$ cat config.mk
export PLATFORM = sky130hd
export DESIGN_NAME = bded_top
export DESIGN_NICKNAME = d
export VERILOG_FILES = /design/src/include/bded_pkg.sv /design/src/hw/bded_top.sv
export SDC_FILE = /design/constraint.sdc
export NUM_CORES = 1
export LEC_CHECK = 0
export BUFFER_PORTS_ARGS = -buffer_cell sky130_fd_sc_hd__buf_2
export CAP_MARGIN = 15
export CORE_MARGIN = 3
export CORE_UTILIZATION = 55
export DETAILED_ROUTE_END_ITERATION = 8
export GPL_ROUTABILITY_DRIVEN = 0
export PLACE_DENSITY = 0.79
export SETUP_SLACK_MARGIN = 0.05
export SLEW_MARGIN = 10
export SYNTH_ARGS = -nofsm -noshare
export SYNTH_HDL_FRONTEND = slang
export SYNTH_SLANG_ARGS = --single-unit
$ cat constraint.sdc
create_clock -name clk -period 3.5 [get_ports clk]
set_clock_uncertainty 0.1 [all_clocks]
set_input_delay 0.35 -clock clk [delete_from_list [all_inputs] [get_ports clk]]
set_output_delay 0.35 -clock clk [all_outputs]
set_load 0.005 [all_outputs]
$ cat src/include/bded_pkg.sv
// Shared constants for the back-EMF / demagnetization event detector.
// Assumes a 100 MHz clock and an APB master with 32-bit data.
package bded_pkg;
	localparam int ADDR_W = 8;
	localparam int DATA_W = 32;

	// Register byte offsets
	localparam logic [ADDR_W-1:0] OFS_CTRL = 8'h00;
	localparam logic [ADDR_W-1:0] OFS_STEP = 8'h04;
	localparam logic [ADDR_W-1:0] OFS_TIMER = 8'h08;
	localparam logic [ADDR_W-1:0] OFS_DEMAG = 8'h0C;
	localparam logic [ADDR_W-1:0] OFS_STATUS = 8'h10;
	localparam logic [ADDR_W-1:0] OFS_MASK = 8'h14;
	localparam logic [ADDR_W-1:0] OFS_COMMUTE = 8'h18;

	// Control register fields
	localparam int CTRL_SENSOR = 0;
	localparam int CTRL_REF = 1;
	localparam int CTRL_EDGE = 3;
	localparam int CTRL_ZLEVEL = 4;
	localparam int CTRL_HDM = 5;
	localparam int CTRL_SDM = 6;
	localparam int CTRL_GROUP = 7;
	localparam int CTRL_CURMODE = 8;
	localparam int CTRL_WRATE = 9;
	localparam int CTRL_W = 13;

	// Step register fields (read view)
	localparam int STEP_IDX = 0;
	localparam int STEP_ISEL = 4;
	localparam int STEP_PAT = 8;
	localparam int STEP_DRV = 16;

	// Status fields
	localparam int STAT_DEMAG = 0;
	localparam int STAT_ZERO = 1;
	localparam int STAT_STATE = 2;

	// Reset values
	localparam logic [CTRL_W-1:0] CTRL_RST = 13'h0000;
	localparam logic [7:0] DEMAG_RST = 8'hFF;
	localparam logic [5:0] PATTERN_RST = 6'h00;

	// Timing
	localparam int CLK_PERIOD_NS = 10;
	localparam int SAMPLE_PERIOD_NS = 1250;
	localparam int SAMPLE_CYC = SAMPLE_PERIOD_NS / CLK_PERIOD_NS;
	localparam int BLANK_TIME_US = 20;
	localparam int BLANK_CYC = BLANK_TIME_US * 1000 / CLK_PERIOD_NS;
	localparam logic [3:0] WIN_LOW = 4'hF;

	// Six-step table, index 0 is step one
	localparam logic [5:0] PAT_TAB [0:5] = '{6'h21, 6'h03, 6'h06, 6'h0C, 6'h18, 6'h30};
	localparam logic [1:0] ISEL_TAB [0:5] = '{2'h2, 2'h1, 2'h0, 2'h2, 2'h1, 2'h0};
	localparam logic [5:0] DRV_TAB [0:5] = '{6'h20, 6'h01, 6'h02, 6'h04, 6'h08, 6'h10};

	typedef enum logic [1:0] {ST_WAIT_C, ST_WAIT_D, ST_WAIT_Z} bded_state_e;
endpackage : bded_pkg

$ cat src/hw/bded_top.sv
// Back-EMF zero-crossing and end-of-demagnetization event detector.
// Assumes an APB master on clk, phase pins from comparators (asynchronous)
// and PWM sampling strobes from logic on the same clock.
//
// Overview of operation
// - Steps one to six load fixed output patterns
// - Steps select phase inputs C, B, A repeating
// - Odd steps falling edge, even rising edge
// - Demag enables 10 odd steps, 11 even
// - Accelerating drivers 5,0,1,2,3,4 per step
// - Sensor mode bit picks sensor or sensorless
// - Input select routes one phase pin
// - Reference select picks comparator threshold
// - Z sampling: window rate or PWM strobe
// - Demag sampling at fixed 800 kHz
// - Events accepted only in order C, D, Z
// - Edge and level bits classify D versus Z
// - Ignore demag for 20 us after C
// - Ignore zero crossing 20 us after D
// - Hardware demag captures step timer value
// - Software demag fires on timer match
// - First of hardware or software demag wins
// - Demag event sets flag, masked request
// - Eight-bit step timer gives demag references
// - Sensor mode: 800 kHz, no demag, any window
// - Zero crossing sets flag, masked request
// - Group select picks sensing high-side group
`timescale 1ns/1ps
module bded_top #(
	parameter int SAMPLE_CYCLES = bded_pkg::SAMPLE_CYC,
	parameter int BLANK_CYCLES = bded_pkg::BLANK_CYC
) (
	input wire logic clk,
	input wire logic rst_n,
	input wire logic psel,
	input wire logic penable,
	input wire logic pwrite,
	input wire logic [bded_pkg::ADDR_W-1:0] paddr,
	input wire logic [bded_pkg::DATA_W-1:0] pwdata,
	output logic [bded_pkg::DATA_W-1:0] prdata,
	output logic pready,
	output logic pslverr,
	input wire logic phaseInputA,
	input wire logic phaseInputB,
	input wire logic phaseInputC,
	input wire logic pwmSampleStrobe,
	input wire logic pwmOddActive,
	input wire logic pwmEvenActive,
	output logic [5:0] outputPattern,
	output logic [1:0] inputSelect,
	output logic [1:0] referenceSelect,
	output logic [5:0] demagDriver,
	output logic sensorMode,
	output logic demagPulse,
	output logic zeroPulse,
	output logic irqReq
);
	import bded_pkg::*;

	function automatic logic hitOf(input logic [ADDR_W-1:0] a, input logic [ADDR_W-1:0] ofs);
		hitOf = (a == ofs);
	endfunction : hitOf

	logic [CTRL_W-1:0] ctrlReg;
	logic [2:0] stepReg;
	logic [5:0] patternReg;
	logic [1:0] iselReg;
	logic [5:0] drvReg;
	logic [7:0] demagReg;
	logic [7:0] timerReg;
	logic [1:0] flagReg;
	logic [1:0] maskReg;
	bded_state_e stateReg;
	logic [10:0] blankReg;
	logic [6:0] sampleCnt;
	logic [6:0] tickGap;
	logic [7:0] winCnt;
	logic [2:0] phSync1;
	logic [2:0] phSync2;
	logic dPrev;
	logic zPrev;
	logic [1:0] flagNext;

	// APB decode
	wire hitCtrl = hitOf(paddr, OFS_CTRL);
	wire hitStep = hitOf(paddr, OFS_STEP);
	wire hitTimer = hitOf(paddr, OFS_TIMER);
	wire hitDemag = hitOf(paddr, OFS_DEMAG);
	wire hitStatus = hitOf(paddr, OFS_STATUS);
	wire hitMask = hitOf(paddr, OFS_MASK);
	wire hitCommute = hitOf(paddr, OFS_COMMUTE);
	wire mapped = hitCtrl | hitStep | hitTimer | hitDemag | hitStatus | hitMask | hitCommute;
	wire accessStart = psel & penable & ~pready;
	wire wrEn = psel & penable & pready & pwrite & mapped;
	wire [2:0] stepIn = pwdata[2:0];
	wire stepValid = (stepIn >= 3'h1) && (stepIn <= 3'h6);
	wire stepWr = wrEn & hitStep & stepValid;
	wire [2:0] stepIdx = stepIn - 3'h1;

	// Control fields
	wire sensorSel = ctrlReg[CTRL_SENSOR];
	wire edgeSel = ctrlReg[CTRL_EDGE];
	wire zLevelSel = ctrlReg[CTRL_ZLEVEL];
	wire hdmEn = ctrlReg[CTRL_HDM];
	wire sdmEn = ctrlReg[CTRL_SDM];
	wire groupSel = ctrlReg[CTRL_GROUP];
	wire currentMode = ctrlReg[CTRL_CURMODE];
	wire [3:0] winRate = ctrlReg[CTRL_WRATE +: 4];

	// Pin synchronisers; first stage feeds only the second
	always_ff @(posedge clk) begin
		if (!rst_n) begin
			phSync1 <= 3'h0;
			phSync2 <= 3'h0;
		end else begin
			phSync1 <= {phaseInputC, phaseInputB, phaseInputA};
			phSync2 <= phSync1;
		end
	end

	// Only one phase reaches the event logic; code 3 falls back to A
	wire selSample = (iselReg == 2'h3) ? phSync2[0] : phSync2[iselReg];

	// Fixed 800 kHz sample tick
	wire sampleTick = (sampleCnt == 7'h00);
	always_ff @(posedge clk) begin
		if (!rst_n || sampleTick)
			sampleCnt <= 7'(SAMPLE_CYCLES - 1);
		else
			sampleCnt <= sampleCnt - 7'h01;
	end

	// Measurement window tick for current mode
	wire winTick = (winCnt == 8'h00);
	always_ff @(posedge clk) begin
		if (!rst_n || winTick)
			winCnt <= {winRate, WIN_LOW};
		else
			winCnt <= winCnt - 8'h01;
	end

	// Z sampling source and group gate
	wire zTick = sensorSel ? sampleTick : (currentMode ? winTick : pwmSampleStrobe);
	wire groupOk = groupSel ? pwmOddActive : pwmEvenActive;
	wire zGate = sensorSel | groupOk;

	// Edge classification: D is the opposite swing of Z
	wire zRising = edgeSel ^ zLevelSel;
	wire zEdge = zTick & zGate & (selSample != zPrev) & (selSample == zRising);
	wire dEdge = sampleTick & (selSample != dPrev) & (selSample == ~zRising);

	always_ff @(posedge clk) begin
		if (!rst_n) begin
			dPrev <= 1'b0;
			zPrev <= 1'b0;
		end else begin
			if (sampleTick)
				dPrev <= selSample;
			if (zTick)
				zPrev <= selSample;
		end
	end

	// Event decisions
	wire blankDone = (blankReg == 11'h000);
	wire commute = wrEn & hitCommute;
	wire dHard = hdmEn & dEdge;
	wire dSoft = sdmEn & (timerReg == demagReg);
	wire dNone = ~hdmEn & ~sdmEn;
	wire inWaitD = (stateReg == ST_WAIT_D);
	wire inWaitZ = (stateReg == ST_WAIT_Z);
	// Either source ends demag; with none enabled the blank alone does
	wire dEvent = ~commute & inWaitD & blankDone & (dHard | dSoft | dNone);
	wire zEvent = ~commute & inWaitZ & blankDone & zEdge;

	always_ff @(posedge clk) begin
		if (!rst_n)
			stateReg <= ST_WAIT_C;
		else if (commute)
			stateReg <= sensorSel ? ST_WAIT_Z : ST_WAIT_D;
		else begin
			case (stateReg)
				ST_WAIT_C: stateReg <= ST_WAIT_C;
				ST_WAIT_D: begin
					if (dEvent)
						stateReg <= ST_WAIT_Z;
				end
				ST_WAIT_Z: begin
					if (zEvent)
						stateReg <= ST_WAIT_C;
				end
				default: stateReg <= ST_WAIT_C;
			endcase
		end
	end

	// Blanking after C and after D
	always_ff @(posedge clk) begin
		if (!rst_n)
			blankReg <= 11'h000;
		else if (commute || dEvent)
			blankReg <= 11'(BLANK_CYCLES);
		else if (!blankDone)
			blankReg <= blankReg - 11'h001;
	end

	// Step timer restarts at each commutation, ticks at the sample rate
	always_ff @(posedge clk) begin
		if (!rst_n || commute)
			timerReg <= 8'h00;
		else if (sampleTick)
			timerReg <= timerReg + 8'h01;
	end

	// Demag register: capture beats a software write in the same cycle
	always_ff @(posedge clk) begin
		if (!rst_n)
			demagReg <= DEMAG_RST;
		else if (dEvent && dHard)
			demagReg <= timerReg;
		else if (wrEn && hitDemag)
			demagReg <= pwdata[7:0];
	end

	// Control register; a step write overrides edge and demag enables
	always_ff @(posedge clk) begin
		if (!rst_n)
			ctrlReg <= CTRL_RST;
		else if (wrEn && hitCtrl)
			ctrlReg <= pwdata[CTRL_W-1:0];
		else if (stepWr) begin
			ctrlReg[CTRL_EDGE] <= stepIdx[0];
			ctrlReg[CTRL_HDM] <= 1'b1;
			ctrlReg[CTRL_SDM] <= stepIdx[0];
		end
	end

	// Step configuration
	always_ff @(posedge clk) begin
		if (!rst_n) begin
			stepReg <= 3'h0;
			patternReg <= PATTERN_RST;
			iselReg <= 2'h0;
			drvReg <= 6'h00;
		end else if (stepWr) begin
			stepReg <= stepIn;
			patternReg <= PAT_TAB[stepIdx];
			iselReg <= ISEL_TAB[stepIdx];
			drvReg <= DRV_TAB[stepIdx];
		end
	end

	// Sticky flags, write one to clear; a new event wins over the clear
	always_comb begin
		flagNext = flagReg;
		if (wrEn && hitStatus)
			flagNext = flagReg & ~pwdata[1:0];
		if (dEvent)
			flagNext[STAT_DEMAG] = 1'b1;
		if (zEvent)
			flagNext[STAT_ZERO] = 1'b1;
	end

	always_ff @(posedge clk) begin
		if (!rst_n) begin
			flagReg <= 2'h0;
			maskReg <= 2'h0;
		end else begin
			flagReg <= flagNext;
			if (wrEn && hitMask)
				maskReg <= pwdata[1:0];
		end
	end

	// Read mux
	wire [DATA_W-1:0] rdCtrl = {19'h00000, ctrlReg};
	wire [DATA_W-1:0] rdStep = {10'h000, drvReg, 2'h0, patternReg, 2'h0, iselReg, 1'b0, stepReg};
	wire [DATA_W-1:0] rdStatus = {28'h0000000, stateReg, flagReg};
	wire [DATA_W-1:0] rdData =
		hitCtrl ? rdCtrl :
		hitStep ? rdStep :
		hitTimer ? {24'h000000, timerReg} :
		hitDemag ? {24'h000000, demagReg} :
		hitStatus ? rdStatus :
		hitMask ? {30'h00000000, maskReg} : 32'h00000000;

	// One wait state keeps every bus output registered
	always_ff @(posedge clk) begin
		if (!rst_n) begin
			pready <= 1'b0;
			pslverr <= 1'b0;
			prdata <= 32'h00000000;
		end else begin
			pready <= accessStart;
			pslverr <= accessStart & ~mapped;
			if (accessStart)
				prdata <= pwrite ? 32'h00000000 : rdData;
		end
	end

	// Registered outputs
	always_ff @(posedge clk) begin
		if (!rst_n) begin
			outputPattern <= PATTERN_RST;
			inputSelect <= 2'h0;
			referenceSelect <= 2'h0;
			demagDriver <= 6'h00;
			sensorMode <= 1'b0;
			demagPulse <= 1'b0;
			zeroPulse <= 1'b0;
			irqReq <= 1'b0;
		end else begin
			outputPattern <= patternReg;
			inputSelect <= iselReg;
			referenceSelect <= ctrlReg[CTRL_REF +: 2];
			demagDriver <= drvReg;
			sensorMode <= sensorSel;
			demagPulse <= dEvent;
			zeroPulse <= zEvent;
			irqReq <= |(flagNext & maskReg);
		end
	end

	// Independent gap count between sample ticks, so the rate check does not reuse sampleCnt
	always_ff @(posedge clk) begin
		if (!rst_n || sampleTick)
			tickGap <= 7'h00;
		else
			tickGap <= tickGap + 7'h01;
	end
endmodule : bded_top

==> flow_metrics.tcl <==
set metrics [dict create \
    worst-path-max-fanout 8 \
    clk_pin_slew_worst_paths_ns 0.06 \
    drtIter0Drc 439 \
    whs_ns 0.0246 \
    synth_edf_count 0 \
    drv_slew 0 \
    overflow 0 \
    area_delta_synth_final_pct 18.8 \
    power.switching_w 0.000988 \
    synth_seq_cells 128 \
    ys_warn_count 0 \
    max_cap_viol_count 0 \
    die_y_um 108 \
    insertedDiodeCount 0 \
    viasPerCell 5.68 \
    hpwl_um 9710 \
    syn_inst 637 \
    cts_tree "yes" \
    coreArea_mm2 0.00995 \
    netlist.area_leader.share 0.446 \
    relSlewSlack 0.513 \
    wl_per_cell_um 16.2 \
    vdd_drop_max_mv 0.263 \
    powerDensity_mw_per_mm2 540 \
    clockRootBuffer "clkbuf_8" \
    rsz0062_at_grt "false" \
    numCtsBuffers 17 \
    post-route-util 0.686 \
    die_area_mm2 0.0117 \
    setup_viol 0 \
    synth-main-ff-cell "dfxtp_1" \
    antenna_found_initial 0 \
    hold_viol_final 0 \
    fin_crit_ns 2.53 \
    wl_um 14000 \
    tightest_slew_ns 0.727 \
    row_count 36 \
    dr.pass1.iters 5 \
    antenna_left 0 \
    drive_gt1_frac 0.195 \
    fin_cells 861 \
    required_ns 3.79 \
    num-nets-final 778 \
    grt_pass1_vias 4646 \
    grt_pass1_wl_um 22600 \
    hold_path.class "input port to flop" \
    cts_buffer_depth 2 \
    ys_top_cells_by_area "dfxtp_1, mux2i_1, nor2_1, nand2_1, a21oi_1" \
    htreeDepth 4 \
    synth_area_leader_cell "dfxtp_1" \
    ys_async_sr_fraction 0 \
    io_buffers 73 \
    startpoint_type "flop" \
    drc_errors 0 \
    pwr-share-comb 0.124 \
    outcome "complete, no violations" \
    grt_usage 0.247 \
    num_vias 4888 \
    ys_seq_area_frac 0.446 \
    clkPwrFrac 0.454 \
    fin_crit_sh 0.721 \
    grt_max_degree 63 \
    leakage_nw 2.74 \
    synth_area_per_cell_um2 9.03 \
    cts_sinks 128 \
    dpl.cell_count 819 \
    cp-end-kind "flop" \
    clk-insertion-delay-late_ns 0.52 \
    postCtsSetupBuffers 0 \
    syn-cell-area_mm2 0.00575 \
    fmax_mhz 396 \
    num_io_pins 105 \
    setup_tns_ns 0 \
    die_w_um 108 \
    cp.arrival_ns 2.81 \
    switching_share 0.268 \
    power.internal_w 0.00270 \
    initial_utilization 0.578 \
    seq_power_share 0.423 \
    criticalPathCategory "flop to flop" \
    ys_types 66 \
]
Yosys cell counts, types with 4 or more instances:
cell and count:
a211oi_1 5, a21oi_1 39, a22o_1 5, a22oi_1 10, and2_1 25, buf_4 13
clkbuf_1 25, dfxtp_1 128, ha_1 12, inv_1 11, mux2_2 11, mux2i_1 34
nand2_1 72, nand2b_1 6, nand3_1 11, nor2_1 89, nor2b_1 7, nor3_1 12
nor4_1 9, o21ai_0 8, or2_2 4, xnor2_1 12, xor2_1 22
critical path: stages (launching register included):
cell and delay (ns):
dfxtp_1 0.34, inv_1 0.07, ha_1 0.15, or3b_4 0.40, or2_1 0.35, nor4_2 0.32
nand3_2 0.33, mux2i_1 0.26, nand2_1 0.08
placed cells by master, fill, tap and decap left out, types with 9 or more instances in the layout:
master	instances
a21oi_1	39
a22oi_1	10
and2_1	25
buf_2	73
clkbuf_16	16
conb_1	12
dfxtp_1	128
dlygate4sd3_1	10
ha_1	12
inv_1	11
mux2_2	11
mux2i_1	34
nand2_1	72
nand3_1	11
nor2_1	89
nor3_1	12
nor4_1	9
xnor2_1	12
xor2_1	22
power by group through the flow:
stage | clock [W] | sequential (W) | combinational (W)
2_1_floorplan | 0 | 0.00158 | 0.000374
3_5_place_dp | 0 | 0.00159 | 0.000438
4_1_cts | 0.00169 | 0.00156 | 0.000452
6_report | 0.00167 | 0.00156 | 0.000456
5_1_grt | 0.00176 | 0.00157 | 0.000503
3_3_place_gp | 0 | 0.00158 | 0.000418
final cells by class:
cell class | count | area (um2)
Sequential cell | 128 | 2560
Clock buffer | 19 | 442
Tap cell | 133 | 166
Timing Repair Buffer | 90 | 518
Multi-Input combinational cell | 466 | 2970
Clock inverter | 13 | 128
Inverter | 12 | 45.0
Fill cell | 768 | 3120
what timing repair did:
item | in CTS | in global routing
hold buffers | 10 | 0
resized for setup | 0 | 0
hold endpoints to repair | 10 | 0
stage by stage:
stage	setup WS, ns	power, W	instance area [um2]
global placement	0.894	0.00200	6160
global route	0.802	0.00382	6830
detailed placement	0.845	0.00203	6160
floorplan	1.25	0.00195	5790
finish	0.975	0.00369	6830
CTS	0.964	0.00370	6830
registers in the layout, summed over array words and instances (netlist names), 7 cells and up:
register and cells:
blankReg 11, ctrlReg 13, demagReg 8, prdata 20, sampleCnt 7, timerReg 8
winCnt 8
per-layer routing:
metal,track usage,part of all wire,wire length (um),up-vias
li1,-,-,-,2343
met1,0.313,0.42,5840,2290
met2,0.409,0.48,6660,221
met3,0.0507,0.082,1140,34
met4,0.102,0.023,320,0
met5,0,0,0,-
logic make-up (layout without fill, tap and decap cells):
kind of cell    count (synthesis)  in the layout  synth area share
compound gates                 95             95             0.113
other cells                     1             12          0.000652
flops                         128            128             0.446
buf+inv                        54            134            0.0455
xor+xnor                       34             34            0.0518
mux                            45             45            0.0807
simple gates                  268            268             0.237
fa+ha+maj                      12             12            0.0261
final timing paths:
kind                       to  cells after the start  slack (ns)        start
setup / recovery  demagReg[7]                      8        0.97  blankReg[0]
hold / removal     ctrlReg[5]                      3        0.02    pwdata[5]
hold reg to reg     winCnt[0]                      1        0.32    winCnt[0]
setup reg to reg  demagReg[7]                      8        0.97  blankReg[0]
(Power assumes the default switching activity.)
